### src/inc/sgq_pkg.sv
/*
  Package for the two status-reporting groups: the baseband generator
  group and the doubtful-data group.
  Holds register indices, bit positions, reset values and the request
  carrier. Assumes a single 25 MHz clock domain in the using module.
*/
package sgq_pkg;

  // register word width
  localparam int unsigned REG_W = 16;
  localparam int unsigned SEL_W = 4;

  // register indices on the command port
  localparam logic [3:0] IDX_IQ_GEN_CONDITION = 4'h0;
  localparam logic [3:0] IDX_IQ_GEN_RISING_FILTER = 4'h1;
  localparam logic [3:0] IDX_IQ_GEN_FALLING_FILTER = 4'h2;
  localparam logic [3:0] IDX_IQ_GEN_EVENT_LATCH = 4'h3;
  localparam logic [3:0] IDX_IQ_GEN_SUMMARY_MASK = 4'h4;
  localparam logic [3:0] IDX_DOUBTFUL_DATA_CONDITION = 4'h5;
  localparam logic [3:0] IDX_DOUBTFUL_DATA_RISING_FILTER = 4'h6;
  localparam logic [3:0] IDX_DOUBTFUL_DATA_FALLING_FILTER = 4'h7;
  localparam logic [3:0] IDX_DOUBTFUL_DATA_EVENT_LATCH = 4'h8;
  localparam logic [3:0] IDX_DOUBTFUL_DATA_SUMMARY_MASK = 4'h9;

  // baseband condition bit positions
  localparam int unsigned BB_BUSY_BIT = 0;
  localparam int unsigned BB_COMM_BIT = 1;

  // doubtful-data condition bit positions
  localparam int unsigned DQ_POWER_BIT = 3;
  localparam int unsigned DQ_OVEN_COLD_BIT = 4;
  localparam int unsigned DQ_FREQ_BIT = 5;
  localparam int unsigned DQ_MOD_BIT = 7;
  localparam int unsigned DQ_CAL_BIT = 8;
  localparam int unsigned DQ_SELF_TEST_BIT = 9;

  // values after reset
  localparam logic [15:0] RISING_FILTER_RST = 16'hFFFF;
  localparam logic [15:0] FALLING_FILTER_RST = 16'h0000;
  localparam logic [15:0] SUMMARY_MASK_RST = 16'h0000;
  localparam logic [15:0] EVENT_LATCH_RST = 16'h0000;
  localparam logic [15:0] CONDITION_RST = 16'h0000;
  localparam logic [15:0] READ_DATA_RST = 16'h0000;

  // number of live status inputs, all passed through synchronisers
  localparam int unsigned NUM_STATUS_IN = 8;

  // one register command: read or write of one indexed register
  typedef struct packed {
    logic rd;
    logic wr;
    logic [3:0] sel;
    logic [15:0] data;
  } sgq_req_t;

endpackage

### src/hw/sgq_status_groups.sv
/*
  Status register bank for the baseband generator group and the
  doubtful-data group: live condition registers, rising and falling
  transition filters, latching event registers that clear on read, and
  enable masks that gate each group onto one summary output.
  Assumes status inputs arrive asynchronously from other hardware, the
  command port is driven from logic on i_ref_clk, and the summary outputs
  are collected by the operation group and the status byte elsewhere.
*/
// Functional notes
// - condition bit 0 of the baseband group shows the generator is active
// - condition bit 1 of the baseband group shows data input or output
// - baseband condition bits 2 to 15 always read zero
// - condition registers follow live status, are read-only, ignore writes
// - reads return the binary word, whose value is the sum of weights
// - rising filter selects 0 to 1, falling filter 1 to 0 changes
// - event bits latch selected transitions and hold until cleared
// - reading an event register returns it and clears all its bits
// - baseband mask selects events driving operation-group bit 10 summary
// - doubtful mask selects events driving status-byte bit 3 summary
// - doubtful bit 3 carries the power sub-group summary
// - doubtful bit 4 is set while the reference oven is cold
// - doubtful bit 5 carries the frequency sub-group summary
// - doubtful bit 7 carries the modulation sub-group summary
// - doubtful bit 8 carries the calibration sub-group summary
// - doubtful bit 9 flags self-test failure, cleared only by power cycle
// - doubtful bits 0,1,2,6,10 to 15 always read zero
// - filter and mask writes load the written sum as the bit mask
// - a mask query returns the value most recently written
`timescale 1ns/100ps
`default_nettype none

module sgq_status_groups (
  // clock and reset
  input wire logic i_ref_clk,
  input wire logic i_rst_b,
  // live status from the generator and sub-groups
  input wire logic i_bb_busy,
  input wire logic i_bb_comm,
  input wire logic i_power_summary,
  input wire logic i_oven_cold,
  input wire logic i_freq_summary,
  input wire logic i_mod_summary,
  input wire logic i_cal_summary,
  input wire logic i_self_test_fail,
  // clear-status command, one-cycle pulse
  input wire logic i_clear_status,
  // register command port
  input wire sgq_pkg::sgq_req_t i_req,
  output logic [15:0] o_rd_data,
  output logic o_rd_valid,
  // summary outputs
  output logic o_oper_bb_summary,
  output logic o_stb_doubtful_summary
);

  ////////////////////////////////////////////////////////////////////////
  // helpers

  // selected transitions of a condition word
  function automatic logic [15:0] sgq_edges(input logic [15:0] cur, input logic [15:0] prev,
                                             input logic [15:0] rise_f, input logic [15:0] fall_f);
    sgq_edges = (cur & ~prev & rise_f) | (~cur & prev & fall_f);
  endfunction

  // any enabled event bit
  function automatic logic sgq_summary(input logic [15:0] ev, input logic [15:0] mask);
    sgq_summary = |(ev & mask);
  endfunction

  // one strobe aimed at one register index
  function automatic logic sgq_hit(input logic strobe, input logic [3:0] sel, input logic [3:0] idx);
    sgq_hit = strobe && (sel == idx);
  endfunction

  ////////////////////////////////////////////////////////////////////////
  // input synchronisers: three stages, a change counts once stages two
  // and three agree, so a single metastable sample never reaches logic

  logic [sgq_pkg::NUM_STATUS_IN-1:0] raw_in;
  logic [sgq_pkg::NUM_STATUS_IN-1:0] sync_1;
  logic [sgq_pkg::NUM_STATUS_IN-1:0] sync_2;
  logic [sgq_pkg::NUM_STATUS_IN-1:0] sync_3;
  logic [sgq_pkg::NUM_STATUS_IN-1:0] stable_in;

  assign raw_in = {i_self_test_fail, i_cal_summary, i_mod_summary, i_freq_summary,
                   i_oven_cold, i_power_summary, i_bb_comm, i_bb_busy};

  // stages reset to the idle level of the pins, so no false
  // transition is seen in the first cycles after reset
  // shift chain
  always_ff @(posedge i_ref_clk) begin
    if (!i_rst_b) begin
      sync_1 <= '0;
      sync_2 <= '0;
      sync_3 <= '0;
    end else begin
      sync_1 <= raw_in;
      sync_2 <= sync_1;
      sync_3 <= sync_2;
    end
  end

  // agreement filter, bit by bit
  always_ff @(posedge i_ref_clk) begin
    if (!i_rst_b) begin
      stable_in <= '0;
    end else begin
      for (int i = 0; i < sgq_pkg::NUM_STATUS_IN; i++) begin
        if (sync_2[i] == sync_3[i]) begin
          stable_in[i] <= sync_3[i];
        end
      end
    end
  end

  ////////////////////////////////////////////////////////////////////////
  // self-test failure is sticky; only reset (power cycle) clears it,
  // clear-status deliberately has no path here

  logic self_test_failed;

  // a pin pulse must survive two agreeing samples before it sticks
  always_ff @(posedge i_ref_clk) begin
    if (!i_rst_b) begin
      self_test_failed <= 1'h0;
    end else if (stable_in[7]) begin
      self_test_failed <= 1'h1;
    end
  end

  ////////////////////////////////////////////////////////////////////////
  // condition words, rebuilt every cycle from live status; no write
  // path exists, so writes cannot reach them

  logic [15:0] bb_cond;
  logic [15:0] dq_cond;

  always_comb begin
    bb_cond = 16'h0000;
    bb_cond[sgq_pkg::BB_BUSY_BIT] = stable_in[0];
    bb_cond[sgq_pkg::BB_COMM_BIT] = stable_in[1];
  end

  // bit 9 follows the sticky flag rather than the pin, so clear-status cannot drop it
  always_comb begin
    dq_cond = 16'h0000;
    dq_cond[sgq_pkg::DQ_POWER_BIT] = stable_in[2];
    dq_cond[sgq_pkg::DQ_OVEN_COLD_BIT] = stable_in[3];
    dq_cond[sgq_pkg::DQ_FREQ_BIT] = stable_in[4];
    dq_cond[sgq_pkg::DQ_MOD_BIT] = stable_in[5];
    dq_cond[sgq_pkg::DQ_CAL_BIT] = stable_in[6];
    dq_cond[sgq_pkg::DQ_SELF_TEST_BIT] = self_test_failed;
  end

  // previous condition words for transition detection; resetting them
  // to zero makes a condition already true at reset count as a rising
  // change, which is wanted since the rising filters start all ones
  logic [15:0] bb_cond_prev;
  logic [15:0] dq_cond_prev;

  always_ff @(posedge i_ref_clk) begin
    if (!i_rst_b) begin
      bb_cond_prev <= sgq_pkg::CONDITION_RST;
      dq_cond_prev <= sgq_pkg::CONDITION_RST;
    end else begin
      bb_cond_prev <= bb_cond;
      dq_cond_prev <= dq_cond;
    end
  end

  ////////////////////////////////////////////////////////////////////////
  // command decode; a write aimed at a read-only or unmapped index
  // matches nothing here and is dropped without an answer, and a read
  // of any index has no side effect except on the two event latches

  logic wr_bb_rise;
  logic wr_bb_fall;
  logic wr_bb_mask;
  logic wr_dq_rise;
  logic wr_dq_fall;
  logic wr_dq_mask;
  logic rd_bb_event;
  logic rd_dq_event;

  assign wr_bb_rise = sgq_hit(i_req.wr, i_req.sel, sgq_pkg::IDX_IQ_GEN_RISING_FILTER);
  assign wr_bb_fall = sgq_hit(i_req.wr, i_req.sel, sgq_pkg::IDX_IQ_GEN_FALLING_FILTER);
  assign wr_bb_mask = sgq_hit(i_req.wr, i_req.sel, sgq_pkg::IDX_IQ_GEN_SUMMARY_MASK);
  assign wr_dq_rise = sgq_hit(i_req.wr, i_req.sel, sgq_pkg::IDX_DOUBTFUL_DATA_RISING_FILTER);
  assign wr_dq_fall = sgq_hit(i_req.wr, i_req.sel, sgq_pkg::IDX_DOUBTFUL_DATA_FALLING_FILTER);
  assign wr_dq_mask = sgq_hit(i_req.wr, i_req.sel, sgq_pkg::IDX_DOUBTFUL_DATA_SUMMARY_MASK);
  assign rd_bb_event = sgq_hit(i_req.rd, i_req.sel, sgq_pkg::IDX_IQ_GEN_EVENT_LATCH);
  assign rd_dq_event = sgq_hit(i_req.rd, i_req.sel, sgq_pkg::IDX_DOUBTFUL_DATA_EVENT_LATCH);

  ////////////////////////////////////////////////////////////////////////
  // filters and masks: the written word is the bit mask as is;
  // unused positions are stored too, so a query returns the sum as written

  logic [15:0] iq_gen_rising_filter;
  logic [15:0] iq_gen_falling_filter;
  logic [15:0] iq_gen_summary_mask;
  logic [15:0] doubtful_data_rising_filter;
  logic [15:0] doubtful_data_falling_filter;
  logic [15:0] doubtful_data_summary_mask;

  // baseband group settings
  always_ff @(posedge i_ref_clk) begin
    if (!i_rst_b) begin
      iq_gen_rising_filter <= sgq_pkg::RISING_FILTER_RST;
      iq_gen_falling_filter <= sgq_pkg::FALLING_FILTER_RST;
      iq_gen_summary_mask <= sgq_pkg::SUMMARY_MASK_RST;
    end else begin
      if (wr_bb_rise) begin
        iq_gen_rising_filter <= i_req.data;
      end
      if (wr_bb_fall) begin
        iq_gen_falling_filter <= i_req.data;
      end
      if (wr_bb_mask) begin
        iq_gen_summary_mask <= i_req.data;
      end
    end
  end

  // doubtful-data group settings
  always_ff @(posedge i_ref_clk) begin
    if (!i_rst_b) begin
      doubtful_data_rising_filter <= sgq_pkg::RISING_FILTER_RST;
      doubtful_data_falling_filter <= sgq_pkg::FALLING_FILTER_RST;
      doubtful_data_summary_mask <= sgq_pkg::SUMMARY_MASK_RST;
    end else begin
      if (wr_dq_rise) begin
        doubtful_data_rising_filter <= i_req.data;
      end
      if (wr_dq_fall) begin
        doubtful_data_falling_filter <= i_req.data;
      end
      if (wr_dq_mask) begin
        doubtful_data_summary_mask <= i_req.data;
      end
    end
  end

  ////////////////////////////////////////////////////////////////////////
  // event latches: a transition landing in the cycle of a clearing read
  // or clear-status survives, so no event is ever lost

  logic [15:0] iq_gen_event_latch;
  logic [15:0] doubtful_data_event_latch;
  logic [15:0] bb_new_events;
  logic [15:0] dq_new_events;
  logic [15:0] next_bb_event;
  logic [15:0] next_dq_event;

  assign bb_new_events = sgq_edges(bb_cond, bb_cond_prev, iq_gen_rising_filter,
                                   iq_gen_falling_filter);
  assign dq_new_events = sgq_edges(dq_cond, dq_cond_prev, doubtful_data_rising_filter,
                                   doubtful_data_falling_filter);

  // hold, clear on read or clear-status, then merge new events;
  // a clear and a transition in one cycle: the transition wins
  always_comb begin
    next_bb_event = iq_gen_event_latch;
    next_dq_event = doubtful_data_event_latch;
    if (rd_bb_event || i_clear_status) begin
      next_bb_event = 16'h0000;
    end
    if (rd_dq_event || i_clear_status) begin
      next_dq_event = 16'h0000;
    end
    next_bb_event = next_bb_event | bb_new_events;
    next_dq_event = next_dq_event | dq_new_events;
  end

  always_ff @(posedge i_ref_clk) begin
    if (!i_rst_b) begin
      iq_gen_event_latch <= sgq_pkg::EVENT_LATCH_RST;
      doubtful_data_event_latch <= sgq_pkg::EVENT_LATCH_RST;
    end else begin
      iq_gen_event_latch <= next_bb_event;
      doubtful_data_event_latch <= next_dq_event;
    end
  end

  ////////////////////////////////////////////////////////////////////////
  // summaries, registered from the latch state so outputs are flops;
  // this costs one cycle of lag after an event is latched;
  // a mask write likewise reaches the summary one edge after it lands

  always_ff @(posedge i_ref_clk) begin
    if (!i_rst_b) begin
      o_oper_bb_summary <= 1'h0;
      o_stb_doubtful_summary <= 1'h0;
    end else begin
      o_oper_bb_summary <= sgq_summary(iq_gen_event_latch, iq_gen_summary_mask);
      o_stb_doubtful_summary <= sgq_summary(doubtful_data_event_latch,
                                            doubtful_data_summary_mask);
    end
  end

  ////////////////////////////////////////////////////////////////////////
  // read mux: plain binary word, whose value equals the decimal sum of
  // the weights of its set bits; unmapped indices read zero

  logic [15:0] rd_mux;

  always_comb begin
    rd_mux = 16'h0000;
    case (i_req.sel)
      sgq_pkg::IDX_IQ_GEN_CONDITION: rd_mux = bb_cond;
      sgq_pkg::IDX_IQ_GEN_RISING_FILTER: rd_mux = iq_gen_rising_filter;
      sgq_pkg::IDX_IQ_GEN_FALLING_FILTER: rd_mux = iq_gen_falling_filter;
      sgq_pkg::IDX_IQ_GEN_EVENT_LATCH: rd_mux = iq_gen_event_latch;
      sgq_pkg::IDX_IQ_GEN_SUMMARY_MASK: rd_mux = iq_gen_summary_mask;
      sgq_pkg::IDX_DOUBTFUL_DATA_CONDITION: rd_mux = dq_cond;
      sgq_pkg::IDX_DOUBTFUL_DATA_RISING_FILTER: rd_mux = doubtful_data_rising_filter;
      sgq_pkg::IDX_DOUBTFUL_DATA_FALLING_FILTER: rd_mux = doubtful_data_falling_filter;
      sgq_pkg::IDX_DOUBTFUL_DATA_EVENT_LATCH: rd_mux = doubtful_data_event_latch;
      sgq_pkg::IDX_DOUBTFUL_DATA_SUMMARY_MASK: rd_mux = doubtful_data_summary_mask;
      default: rd_mux = 16'h0000;
    endcase
  end

  // read answer one cycle after the request; with rd and wr together
  // the write lands and the answer shows the value from before it,
  // and the data holds between reads so a slow consumer may sample late
  always_ff @(posedge i_ref_clk) begin
    if (!i_rst_b) begin
      o_rd_data <= sgq_pkg::READ_DATA_RST;
      o_rd_valid <= 1'h0;
    end else begin
      o_rd_valid <= i_req.rd;
      if (i_req.rd) begin
        o_rd_data <= rd_mux;
      end
    end
  end

endmodule

`default_nettype wire

### config.mk
export PLATFORM = sky130hd
export DESIGN_NAME = sgq_status_groups
export DESIGN_NICKNAME = d
export VERILOG_FILES = /design/src/inc/sgq_pkg.sv /design/src/hw/sgq_status_groups.sv
export SDC_FILE = /design/constraint.sdc
export NUM_CORES = 1
export LEC_CHECK = 0
export BUFFER_PORTS_ARGS = -buffer_cell sky130_fd_sc_hd__buf_2
export CORE_MARGIN = 1.5
export CORE_UTILIZATION = 35
export CTS_CLUSTER_DIAMETER = 60
export DETAILED_ROUTE_END_ITERATION = 7
export PLACE_DENSITY = 0.55
export SETUP_SLACK_MARGIN = 0.1
export SYNTH_ARGS = -nofsm -noshare
export SYNTH_HDL_FRONTEND = slang
export SYNTH_SLANG_ARGS = --single-unit
### constraint.sdc
create_clock -name i_ref_clk -period 1.6 [get_ports i_ref_clk]
set_clock_uncertainty 0.05 [all_clocks]
set_input_delay 0.32 -clock i_ref_clk [delete_from_list [all_inputs] [get_ports i_ref_clk]]
set_output_delay 0.32 -clock i_ref_clk [all_outputs]
set_load 0.05 [all_outputs]
### Word level (Yosys, flattened, before mapping)

Cells that the tools add are included.

| word-level totals | value |
|---|---|
| register bits | 212 |
| input port bits | 33 |
| output and inout port bits | 19 |
| word-level logic and storage cells | 79 |

| operators by class | value |
|---|---|
| equal/unequal tests | 17 |
| muxes and demuxes | 3 |
| bitwise logic cells | 18 |
| reductions and logical operators | 13 |

Operators by type and width:

| kind | count |
|---|---|
| $pmux W16 S10 | 1 |
| $and A16 B16 Y16 | 8 |
| $or A16 B16 Y16 | 4 |
| $mux W16 | 2 |
| $not A16 Y16 | 2 |
| $reduce_or A16 Y1 | 2 |
| $and A10 B16 Y16 | 1 |
| $and A2 B16 Y16 | 1 |
| $eq A4 B3 Y1 const B | 4 |
| $not A10 Y16 | 1 |
| $not A2 Y16 | 1 |
| $eq A1 B1 Y1 | 8 |
| $eq A4 B2 Y1 const B | 2 |
| $eq A4 B4 Y1 const B | 2 |
| $logic_and A1 B1 Y1 | 8 |
| $eq A4 B1 Y1 const B | 1 |
| $logic_not A4 Y1 | 1 |
| $logic_or A1 B1 Y1 | 2 |

### Longest topological paths before layout

Gate-level depths: netlist of the first run.

| depth | value |
|---|---|
| depth after elaboration | 5 |
| mapped depth | 8 |

### Worst setup path after synthesis of the first run

No wires, ideal clock.

| path | value |
|---|---|
| path kind | input to register |
| from | input i_req[17] in the netlist's numbering |
| to | register iq_gen_rising_filter[10] |
| arrival | 1343 ps |
| data required time | 1413 ps |
| path slack | 70 ps |
| cell stages on the path | 7 |
| path buffers | 3 |
| cell sequence | buf_2 > nor4b_2 > buf_4 > nand2_2 > buf_2 > nand2_1 > nand3_1 |

| on the way | value |
|---|---|
| word-level cells in the longest chain between the ends | 2 |

Ends and longest elaborated chain:

| item | line | source |
|---|---|---|
| start: declaration | sgq_status_groups.sv:49 | `input wire sgq_pkg::sgq_req_t i_req,` |
| $eq A4 B1 Y1 | sgq_status_groups.sv:73 | `sgq_hit = strobe && (sel == idx);` |
| $logic_and A1 B1 Y1 | sgq_status_groups.sv:73 |  |
| end signal: assignment | sgq_status_groups.sv:209 | `iq_gen_rising_filter <= sgq_pkg::RISING_FILTER_RST;` |
| end signal: assignment | sgq_status_groups.sv:214 | `iq_gen_rising_filter <= i_req.data;` |
| end: declaration | sgq_status_groups.sv:199 | `logic [15:0] iq_gen_rising_filter;` |

Every way passes these cells.
A chain may end at the register's enable or synchronous reset.

### Worst setup path in the final report of the first run

| path | value |
|---|---|
| from | register o_rd_data[4] |
| to | output o_rd_data[4] |

RTL lines:

| item | line | source |
|---|---|---|
| start: declaration | sgq_status_groups.sv:50 | `output logic [15:0] o_rd_data,` |
| start signal: assignment | sgq_status_groups.sv:329 | `o_rd_data <= sgq_pkg::READ_DATA_RST;` |
| start signal: assignment | sgq_status_groups.sv:334 | `o_rd_data <= rd_mux;` |

No word-level cell between the ends.

==> results of run 1 <==
[state kept, by name, summed over array words and instances, names as in the netlist, 2 cells and up]
signal                        count
o_rd_data                        16
dq_cond_prev                      6
doubtful_data_falling_filter     16
stable_in                         8
iq_gen_summary_mask              16
iq_gen_rising_filter             16
sync_1                            8
sync_2                            8
iq_gen_event_latch                2
doubtful_data_summary_mask       16
bb_cond_prev                      2
doubtful_data_rising_filter      16
iq_gen_falling_filter            16
doubtful_data_event_latch         6
sync_3                            8
[final timing paths]
path              slack [ns]                        end
setup / recovery        0.13               o_rd_data[4]
hold / removal          0.05       sync_1[2]$_SDFF_PN0_
setup reg to reg        0.38  o_rd_data[1]$_SDFFE_PN0P_
hold reg to reg         0.38       sync_2[1]$_SDFF_PN0_
[layer usage]
metal  part of all wire [%]  up-vias  GRT usage, %  wire, um
met4                    1.6        0          6.04       293
met5                      0        -             0         0
met3                    3.4       27          3.38       614
met2                     46      103          30.3      8350
met1                     49     2600          27.0      9030
li1                       -     2837             -         -
[area by class of cell]
cell class	count	area [um2]	area share (%)
inverter	2	7.51	0.0936
timing repair buffer	114	881	11.0
tap	234	293	3.65
clock buffer	19	443	5.52
clock inverter	13	125	1.56
sequential	164	3280	40.9
multi-input combinational	565	2990	37.3
[through the flow]
stage / setup TNS (ns) / cells / power [mW] / instance area, um2
global route: 0 / 1111 / 9.08 / 8020
global placement: -5.50 / 1079 / 4.91 / 7450
floorplan: 0 / 789 / 4.62 / 6610
detailed placement: -4.28 / 1079 / 4.91 / 7450
CTS: 0 / 1111 / 8.86 / 8020
finish: 0 / 1111 / 8.77 / 8020
[power by group]
| group | switching [mW] | leakage (nW) | internal [mW] |
|---|---|---|---|
| sequential | 0.0378 | 1.33 | 4.15 |
| clock | 1.74 | 0.285 | 2.21 |
| combinational | 0.381 | 1.59 | 0.248 |
| total | 2.15 | 3.21 | 6.61 |
[cells in the mapped netlist (2+ instances only)]
master and number:
clkbuf_1 24, nor2b_1 20, buf_2 18, mux2_2 12, a22o_1 12, a22oi_1 11, dfxtp_1 164, and3_1 4
o211ai_1 3, nor2_1 21, and2_1 36, a21oi_1 104, a211oi_1 6, and3b_1 2, nand3_1 38, inv_1 2
mux2i_1 18, buf_6 5, a31oi_1 6, nand3b_1 7, buf_4 10, o21ai_0 28, o211a_1 2, o22ai_1 7
a32oi_1 6, nand2_1 212
[cell families (layout without fill, tap and decap cells)]
kind of cell           after synthesis  after routing
AND/OR/NAND/NOR                    348            348
AO/OA/AOI/OAI                      187            187
flip-flops                         164            164
buffers and inverters               60            148
multiplexers                        30             30
==> impl_metrics.csv, run 1 <==
group,metric,value,unit
cts,cts.sink_count,164,
power_and_ir_drop,cellPowerDensity,1090,nW/um2
synthesis,synth_fa_ha_area_share,0,%
cts,root_buf_cell,"clkbuf_16",
critical_path,path_max_fanout,2,
sta,fin_crit_sh,92.0,%
final_layout,areaGrowthSynthToFinish,21.6,%
synthesis,synth_top_family_by_area,"simple AND/OR/NAND/NOR gates",
global_routing,grt.overflow.total,0,
synthesis,post_synth_and_or_nand_nor_area_fraction,24.0,%
sta,finalSetupViolCount,0,
synthesis,synth_xor_area_share,0,%
routing,route.detailed.vias_per_inst,5.01,
die,dieArea,19700,um2
cts,hold_buffers,0,
die,fp.dieW,140,um
sta,finalHoldWorstSlack,0.0464,ns
place,numPortBuffers,51,
die,core_region_area,18600,um2
critical_path,timing.critical_path.max_delay_family,"flip-flops",
cts,clock_path_buffers,2,
place,routabilityCongestion,0.791,
critical_path,r2r.worst_path.cells,4,
power_and_ir_drop,total_leakage_power,3.21,nW
synthesis,synth-warning-count,0,
cts,clk_transition_reported_paths,0.06,ns
routing,postRouteWirelength,18.3,mm
routing,initialDrtViolationCount,403,
sta,slew_viol_final,0,
job,cap_viol_max_count,0,
cts,clk-insertion-delay-late,0.43,ns
critical_path,arrival,1.10,ns
sta,timing.slew.headroom,58.8,%
critical_path,critical_path_cell_count,1,
sta,fmax,0.679,GHz
synthesis,ys_ff_latch,164,
final_layout,fillCellCount,1811,
critical_path,r2r_start,"doubtful_data_rising_filter[1]$_SDFFE_PN1P_",
hold_path,worst_hold_path.num_cells,2,
sta,layout_setup_ws,0.128,ns
critical_path,max_stage_delay,0.38,ns
sta,rsz0062_at_grt,"no",
critical_path,setup.worst_path.start_class,"register",
final_layout,antenna_cells,0,
routing,avgRoutedWirePerCell,16.5,um
die,row_count,50,
critical_path,origin_of_the_worst_setup_path,"o_rd_data[4]$_SDFFE_PN0P_",
synthesis,synth_sequential_area_ratio,49.8,%
final_layout,fin_util,43.2,%
final_layout,layout.cells.most_common_list,"nand2_1, dfxtp_1, a21oi_1, buf_4, buf_2",
cts,cts_tree,"built",
final_layout,design.final.nets,897,
sta,post_layout_minimum_cycle_time,1.47,ns
final_layout,post_route_cells_drive_above_1_share,18.6,%
power_and_ir_drop,vdd_ir_drop_max,0.753,mV
hold_path,timing.hold.worst.class,"input pin to register",
cts,post_cts.resized_instances,0,
place,dp_hpwl,12.8,mm
synthesis,synth_top_cell_area_share,49.8,%
sta,max_slew.worst_pin.slew,0.614,ns
critical_path,critical_path.n_buffers_inverters,1,
global_routing,first_global_vias,5307,
status,outcome,"finished, final reports clean",
routing,final_antenna_net_count,0,
synthesis,ys_types,37,
synthesis,synth-edff-count,0,
critical_path,cp_data_required_time,1.23,ns
synthesis,async_reset_ff_share,0,%
synthesis,synth-compound-area-share,16.5,%
critical_path,slowest_stage,"dfxtp_1",
global_routing,antenna_found_initial,0,
die,chipHeight,140,um
synthesis,synthesis.instances,789,
place,place_ws,-0.134,ns
sta,finalHoldViolCount,0,
synthesis,post_synth_mux_area_share,4.78,%
synthesis,post_synth.cell_area_avg,8.36,um2
synthesis,synthesis.nets,822,
global_routing,wire_length_of_the_first_global_routing_pass,29.4,mm
cts,cts_made_buffers,17,
die,initial_core_util,35.5,%
routing,drtPass1Iterations,4,
die,design.portCount,52,
hold_path,startpoint_of_the_tightest_hold_check_path,"i_power_summary",
global_routing,grt_max_degree,56,
synthesis,mappedNetlistArea,6600,um2
routing,detail_route.drc_violations,0,
routing,num_vias,5567,
synthesis,yosysTopAreaCell,"dfxtp_1",
cts,post-cts-setup-buffers,0,
critical_path,series_of_cell_instances_along_the_critical_path,"buf_2",
critical_path,worst-setup-path-type,"register to output port",
cts,h-tree-depth,4,
synthesis,synth_ff_type,"dfxtp_1",
critical_path,critical_path.endpoint_type,"output port",
global_routing,grt_usage,19.3,%
final_layout,layout_commonest_cell,"nand2_1",
synthesis,synthTopCellsByArea,"dfxtp_1, nand2_1, a21oi_1",
Power figures use the tool's default switching activity.
==> inputs of run 2 (changes only) <==
--- a/config.mk
+++ b/config.mk
@@ -5,12 +5,13 @@
 export SDC_FILE = /design/constraint.sdc
 export NUM_CORES = 1
 export LEC_CHECK = 0
+export ABC_AREA = 0
 export BUFFER_PORTS_ARGS = -buffer_cell sky130_fd_sc_hd__buf_2
 export CORE_MARGIN = 1.5
-export CORE_UTILIZATION = 35
+export CORE_UTILIZATION = 54
 export CTS_CLUSTER_DIAMETER = 60
 export DETAILED_ROUTE_END_ITERATION = 7
-export PLACE_DENSITY = 0.55
+export PLACE_DENSITY = 0.78
 export SETUP_SLACK_MARGIN = 0.1
 export SYNTH_ARGS = -nofsm -noshare
 export SYNTH_HDL_FRONTEND = slang
==> impl_metrics.csv, run 2 (synthesized netlist as in run 1, its figures left out) <==
group,metric,value,unit
sta,finalHoldViolCount,0,
die,design.portCount,52,
critical_path,path_max_fanout,2,
sta,fmax,0.693,GHz
routing,initialDrtViolationCount,598,
critical_path,r2r_start,"doubtful_data_falling_filter[1]$_SDFFE_PN0P_",
critical_path,series_of_cell_instances_along_the_critical_path,"buf_2",
global_routing,grt.overflow.total,0,
sta,fin_crit_sh,90.2,%
global_routing,wire_length_of_the_first_global_routing_pass,27.9,mm
routing,route.detailed.vias_per_inst,5.75,
final_layout,layout_commonest_cell,"nand2_1",
cts,clock_path_buffers,2,
hold_path,timing.hold.worst.class,"input pin to register",
critical_path,worst-setup-path-type,"register to output port",
critical_path,max_stage_delay,0.37,ns
power_and_ir_drop,vdd_ir_drop_max,0.668,mV
critical_path,timing.critical_path.max_delay_family,"flip-flops",
cts,cts.sink_count,164,
final_layout,design.final.nets,898,
critical_path,setup.worst_path.start_class,"register",
final_layout,antenna_cells,0,
cts,hold_buffers,0,
place,numPortBuffers,51,
status,outcome,"finished, final reports clean",
critical_path,critical_path.endpoint_type,"output port",
sta,timing.slew.headroom,63.2,%
final_layout,final_area,7850,um2
routing,avgRoutedWirePerCell,17.0,um
die,dieArea,12900,um2
die,core_region_area,12000,um2
place,routabilityCongestion,0.946,
cts,cts_tree,"built",
sta,finalSetupViolCount,0,
die,initial_core_util,55.2,%
place,dp_hpwl,12.0,mm
critical_path,timing.reg2reg.setup_slack,0.29,ns
critical_path,r2r.worst_path.cells,4,
power_and_ir_drop,cellPowerDensity,1080,nW/um2
cts,cts_made_buffers,17,
die,fp.dieW,114,um
routing,detail_route.drc_violations,0,
final_layout,post_route_cells_drive_above_1_share,18.5,%
hold_path,startpoint_of_the_tightest_hold_check_path,"i_power_summary",
hold_path,worst_hold_path.num_cells,2,
die,row_count,40,
cts,clk-insertion-delay-late,0.43,ns
cts,post-cts-setup-buffers,0,
global_routing,grt_usage,27.7,%
cts,root_buf_cell,"clkbuf_16",
global_routing,grt_max_degree,48,
power_and_ir_drop,total_leakage_power,3.17,nW
final_layout,layout.cells.most_common_list,"nand2_1, dfxtp_1, a21oi_1, buf_4, buf_2",
critical_path,crit-reg2reg-capture,"o_rd_data[1]$_SDFFE_PN0P_",
routing,final_antenna_net_count,0,
sta,rsz0062_at_grt,"no",
critical_path,cp_data_required_time,1.23,ns
place,dpl_cell_area,7330,um2
critical_path,arrival,1.07,ns
hold_path,min_to,"sync_1[2]$_SDFF_PN0_",
job,cap_viol_max_count,0,
sta,post_layout_minimum_cycle_time,1.44,ns
critical_path,critical_path.n_buffers_inverters,1,
global_routing,first_global_vias,5656,
critical_path,slowest_stage,"dfxtp_1",
sta,slew_viol_final,0,
power_and_ir_drop,totalPowerFinal,8.44,mW
sta,max_slew.worst_pin.slew,0.550,ns
global_routing,antenna_found_initial,0,
die,chipHeight,114,um
routing,num_vias,5889,
cts,post_cts.resized_instances,0,
routing,postRouteWirelength,17.4,mm
cts,h-tree-depth,4,
cts,clk_transition_reported_paths,0.06,ns
final_layout,areaGrowthSynthToFinish,18.9,%
routing,drtPass1Iterations,5,
## run 2: cell type report
type	count	area, um2
well taps	147	184
multi-input cells	565	2990
inverters	2	7.51
repair buffers	115	861
clock inverters	10	60.1
flip-flops and latches	164	3280
fillers	979	4120
clock buffers	21	460
## run 2: layer usage
metal	part of all wire, %	global-route usage [%]	vias up
met5	0	0	-
met4	2.1	10.4	0
met3	7.3	7.28	37
met2	49	46.1	220
met1	42	34.7	2797
li1	-	-	2835
## run 2: power breakdown
part	leakage (nW)	internal (mW)	switching, mW	total (mW)
Combinational	1.59	0.243	0.375	0.618
Clock	0.250	2.03	1.59	3.62
Sequential	1.33	4.16	0.0369	4.19
Total	3.17	6.43	2.00	8.44
## run 2: worst max-delay path by stage
stage                                                    to                      start  cells past startpoint
3_3_place_gp   doubtful_data_falling_filter[9]$_SDFFE_PN0P_                  i_req[19]                      7
2_1_floorplan        iq_gen_falling_filter[10]$_SDFFE_PN0P_                  i_req[16]                      7
4_1_cts                                        o_rd_data[2]  o_rd_data[2]$_SDFFE_PN0P_                      1
6_report                                       o_rd_data[2]  o_rd_data[2]$_SDFFE_PN0P_                      1
5_1_grt                                        o_rd_data[2]  o_rd_data[2]$_SDFFE_PN0P_                      1
3_5_place_dp                     o_rd_data[15]$_SDFFE_PN0P_                  i_req[19]                      6
## run 2: worst register-to-register path, delay by kind of cell, from the launching register on
kind            cells  cell delay (ns)
compound gates      1             0.26
flops               1             0.31
mux                 1             0.15
simple gates        2             0.43
## run 2: per-stage QoR
step | util (%) | instances | setup TNS [ns] | hold WS [ns] | setup slack [ns]
after floorplan | - | 789 | 0 | 0.362 | 0.0955
after global placement | 61.2 | 993 | -1.56 | 0.365 | -0.0628
after detailed placement | 61.2 | 993 | -5.45 | 0.370 | -0.122
after CTS | 65.6 | 1024 | 0 | 0.0322 | 0.157
after global routing | 65.6 | 1024 | 0 | 0.0391 | 0.147
final | 65.6 | 1024 | 0 | 0.0476 | 0.157
==> inputs of run 3 (changes only) <==
--- a/config.mk
+++ b/config.mk
@@ -7,11 +7,13 @@
 export LEC_CHECK = 0
 export ABC_AREA = 0
 export BUFFER_PORTS_ARGS = -buffer_cell sky130_fd_sc_hd__buf_2
+export CORE_ASPECT_RATIO = 0.5
 export CORE_MARGIN = 1.5
 export CORE_UTILIZATION = 54
 export CTS_CLUSTER_DIAMETER = 60
 export DETAILED_ROUTE_END_ITERATION = 7
 export PLACE_DENSITY = 0.78
+export RECOVER_POWER = 50
 export SETUP_SLACK_MARGIN = 0.1
 export SYNTH_ARGS = -nofsm -noshare
 export SYNTH_HDL_FRONTEND = slang
==> impl_metrics.csv, run 3 (synthesized netlist as in run 1, its figures left out) <==
group,metric,value,unit
global_routing,wire_length_of_the_first_global_routing_pass,29.6,mm
critical_path,r2r.worst_path.cells,3,
final_layout,layout.cells.most_common_list,"nand2_1, dfxtp_1, a21oi_1, buf_4, buf_2",
final_layout,design.final.nets,908,
die,core_region_area,11900,um2
cts,clk_transition_reported_paths,0.06,ns
global_routing,first_global_vias,5656,
sta,finalHoldViolCount,0,
power_and_ir_drop,total_leakage_power,3.22,nW
final_layout,fillCellCount,924,
die,initial_core_util,55.6,%
die,chipHeight,81.2,um
global_routing,grt_max_degree,45,
routing,route.detailed.vias_per_inst,5.77,
routing,final_antenna_net_count,0,
critical_path,crit-reg2reg-capture,"o_rd_data[1]$_SDFFE_PN0P_",
final_layout,layout_commonest_cell,"nand2_1",
final_layout,areaGrowthSynthToFinish,21.5,%
critical_path,max_stage_delay,0.44,ns
critical_path,critical_path_destination,"o_rd_data[9]",
routing,drtPass1Iterations,6,
routing,postRouteWirelength,18.9,mm
die,design.portCount,52,
hold_path,timing.hold.worst.class,"input pin to register",
routing,initialDrtViolationCount,674,
power_and_ir_drop,cellPowerDensity,1170,nW/um2
cts,root_buf_cell,"clkbuf_16",
critical_path,r2r_start,"iq_gen_falling_filter[1]$_SDFFE_PN0P_",
final_layout,fin_util,67.5,%
power_and_ir_drop,vdd_ir_drop_max,0.602,mV
critical_path,worst-setup-path-type,"register to output port",
die,dieArea,12900,um2
global_routing,antenna_found_initial,0,
place,placedCellCount,1021,
cts,clock_path_buffers,2,
final_layout,layout.cells.non_filler,1053,
cts,hold_buffers,0,
final_layout,ff_latch_area,3280,um2
die,row_count,28,
sta,rsz0062_at_grt,"no",
critical_path,origin_of_the_worst_setup_path,"o_rd_data[9]$_SDFFE_PN0P_",
cts,cts.sink_count,164,
place,routabilityCongestion,0.895,
global_routing,grt.overflow.total,0,
critical_path,critical_path.endpoint_type,"output port",
critical_path,critical_path_cell_count,1,
routing,num_vias,6081,
cts,h-tree-depth,4,
global_routing,grt_usage,29.9,%
cts,cts_made_buffers,17,
critical_path,cp_data_required_time,1.23,ns
sta,layout_setup_ws,0.0954,ns
place,dp_hpwl,12.4,mm
sta,slew_viol_final,0,
sta,max_slew.worst_pin.slew,0.706,ns
final_layout,area_of_the_multi_input_gates,2990,um2
cts,cts_tree,"built",
critical_path,setup.worst_path.start_class,"register",
sta,post_layout_minimum_cycle_time,1.50,ns
sta,fin_crit_sh,94.0,%
die,fp.dieW,159,um
place,place_ws,-0.126,ns
sta,timing.slew.headroom,52.9,%
critical_path,path_max_fanout,2,
final_layout,antenna_cells,0,
critical_path,critical_path.n_buffers_inverters,1,
sta,fmax,0.665,GHz
routing,detail_route.drc_violations,0,
critical_path,timing.reg2reg.setup_slack,0.37,ns
job,cap_viol_max_count,0,
sta,finalSetupViolCount,0,
cts,clk-insertion-delay-late,0.42,ns
routing,avgRoutedWirePerCell,17.9,um
critical_path,slowest_stage,"dfxtp_1",
critical_path,arrival,1.13,ns
final_layout,post_route_cells_drive_above_1_share,18.2,%
critical_path,timing.critical_path.max_delay_family,"flip-flops",
status,outcome,"finished, final reports clean",
critical_path,series_of_cell_instances_along_the_critical_path,"clkbuf_4",
place,numPortBuffers,51,
## run 3: cell count changes in the layout (fill, tap and decap cells not counted), moves of 2 or more
cell | before | now
clkinvlp_4 | 4 | 2
clkbuf_1 | 2 | 11
and2_0 | 0 | 8
bufinv_16 | 0 | 5
buf_12 | 10 | 8
and2_1 | 36 | 28
buf_2 | 51 | 48
clkinv_2 | 6 | 0
clkbuf_2 | 0 | 5
inv_6 | 0 | 5
## run 3: worst min path at each step
| stage | cells after the start | endpoint | from |
|---|---|---|---|
| 3_5_place_dp | 1 | sync_2[2]$_SDFF_PN0_ | sync_1[2]$_SDFF_PN0_ |
| 6_report | 2 | sync_1[1]$_SDFF_PN0_ | i_bb_comm |
| 3_3_place_gp | 1 | sync_2[4]$_SDFF_PN0_ | sync_1[4]$_SDFF_PN0_ |
| 5_1_grt | 2 | sync_1[0]$_SDFF_PN0_ | i_bb_busy |
| 2_1_floorplan | 1 | sync_2[0]$_SDFF_PN0_ | sync_1[0]$_SDFF_PN0_ |
| 4_1_cts | 2 | sync_1[1]$_SDFF_PN0_ | i_bb_comm |
## run 3: metal layers
metal / wire (um) / up-vias / track usage [%] / part of all wire, %
met4: 433 / 0 / 11.8 / 2.3
met5: 0 / - / 0 / 0
met1: 7900 / 2830 / 40.2 / 42
li1: - / 2851 / - / -
met2: 8440 / 346 / 48.7 / 45
met3: 2080 / 54 / 5.01 / 11
## run 3: repair_timing
action                     4_1_cts  5_1_grt
gates resized for setup          0        1
hold endpoints to repair         0        0
setup buffers                    0        0
setup endpoints to repair        0        1
## run 3: cell type report
| type | count | share of cell area, % |
|---|---|---|
| tap | 165 | 2.58 |
| sequential | 164 | 41.0 |
| multi-input combinational | 565 | 37.3 |
| clock inverter | 13 | 2.72 |
| timing repair buffer | 125 | 10.8 |
| clock buffer | 19 | 5.53 |
| inverter | 2 | 0.0937 |
## run 3: report_power, final
part           internal (mW)  switching [mW]  leakage, nW
Sequential              4.15          0.0380         1.33
Combinational          0.237           0.395         1.58
Clock                   2.84            1.71        0.316
Total                   7.23            2.15         3.22
## run 3: per-stage QoR
stage	setup TNS [ns]	cell area (um2)	power, mW	hold slack [ns]
global placement	-2.06	7410	4.89	0.364
floorplan	0	6610	4.62	0.362
CTS	0	8070	9.40	0.0463
detailed placement	-2.01	7410	4.90	0.367
finish	0	8010	9.38	0.0513
global route	0	8010	9.64	0.0492
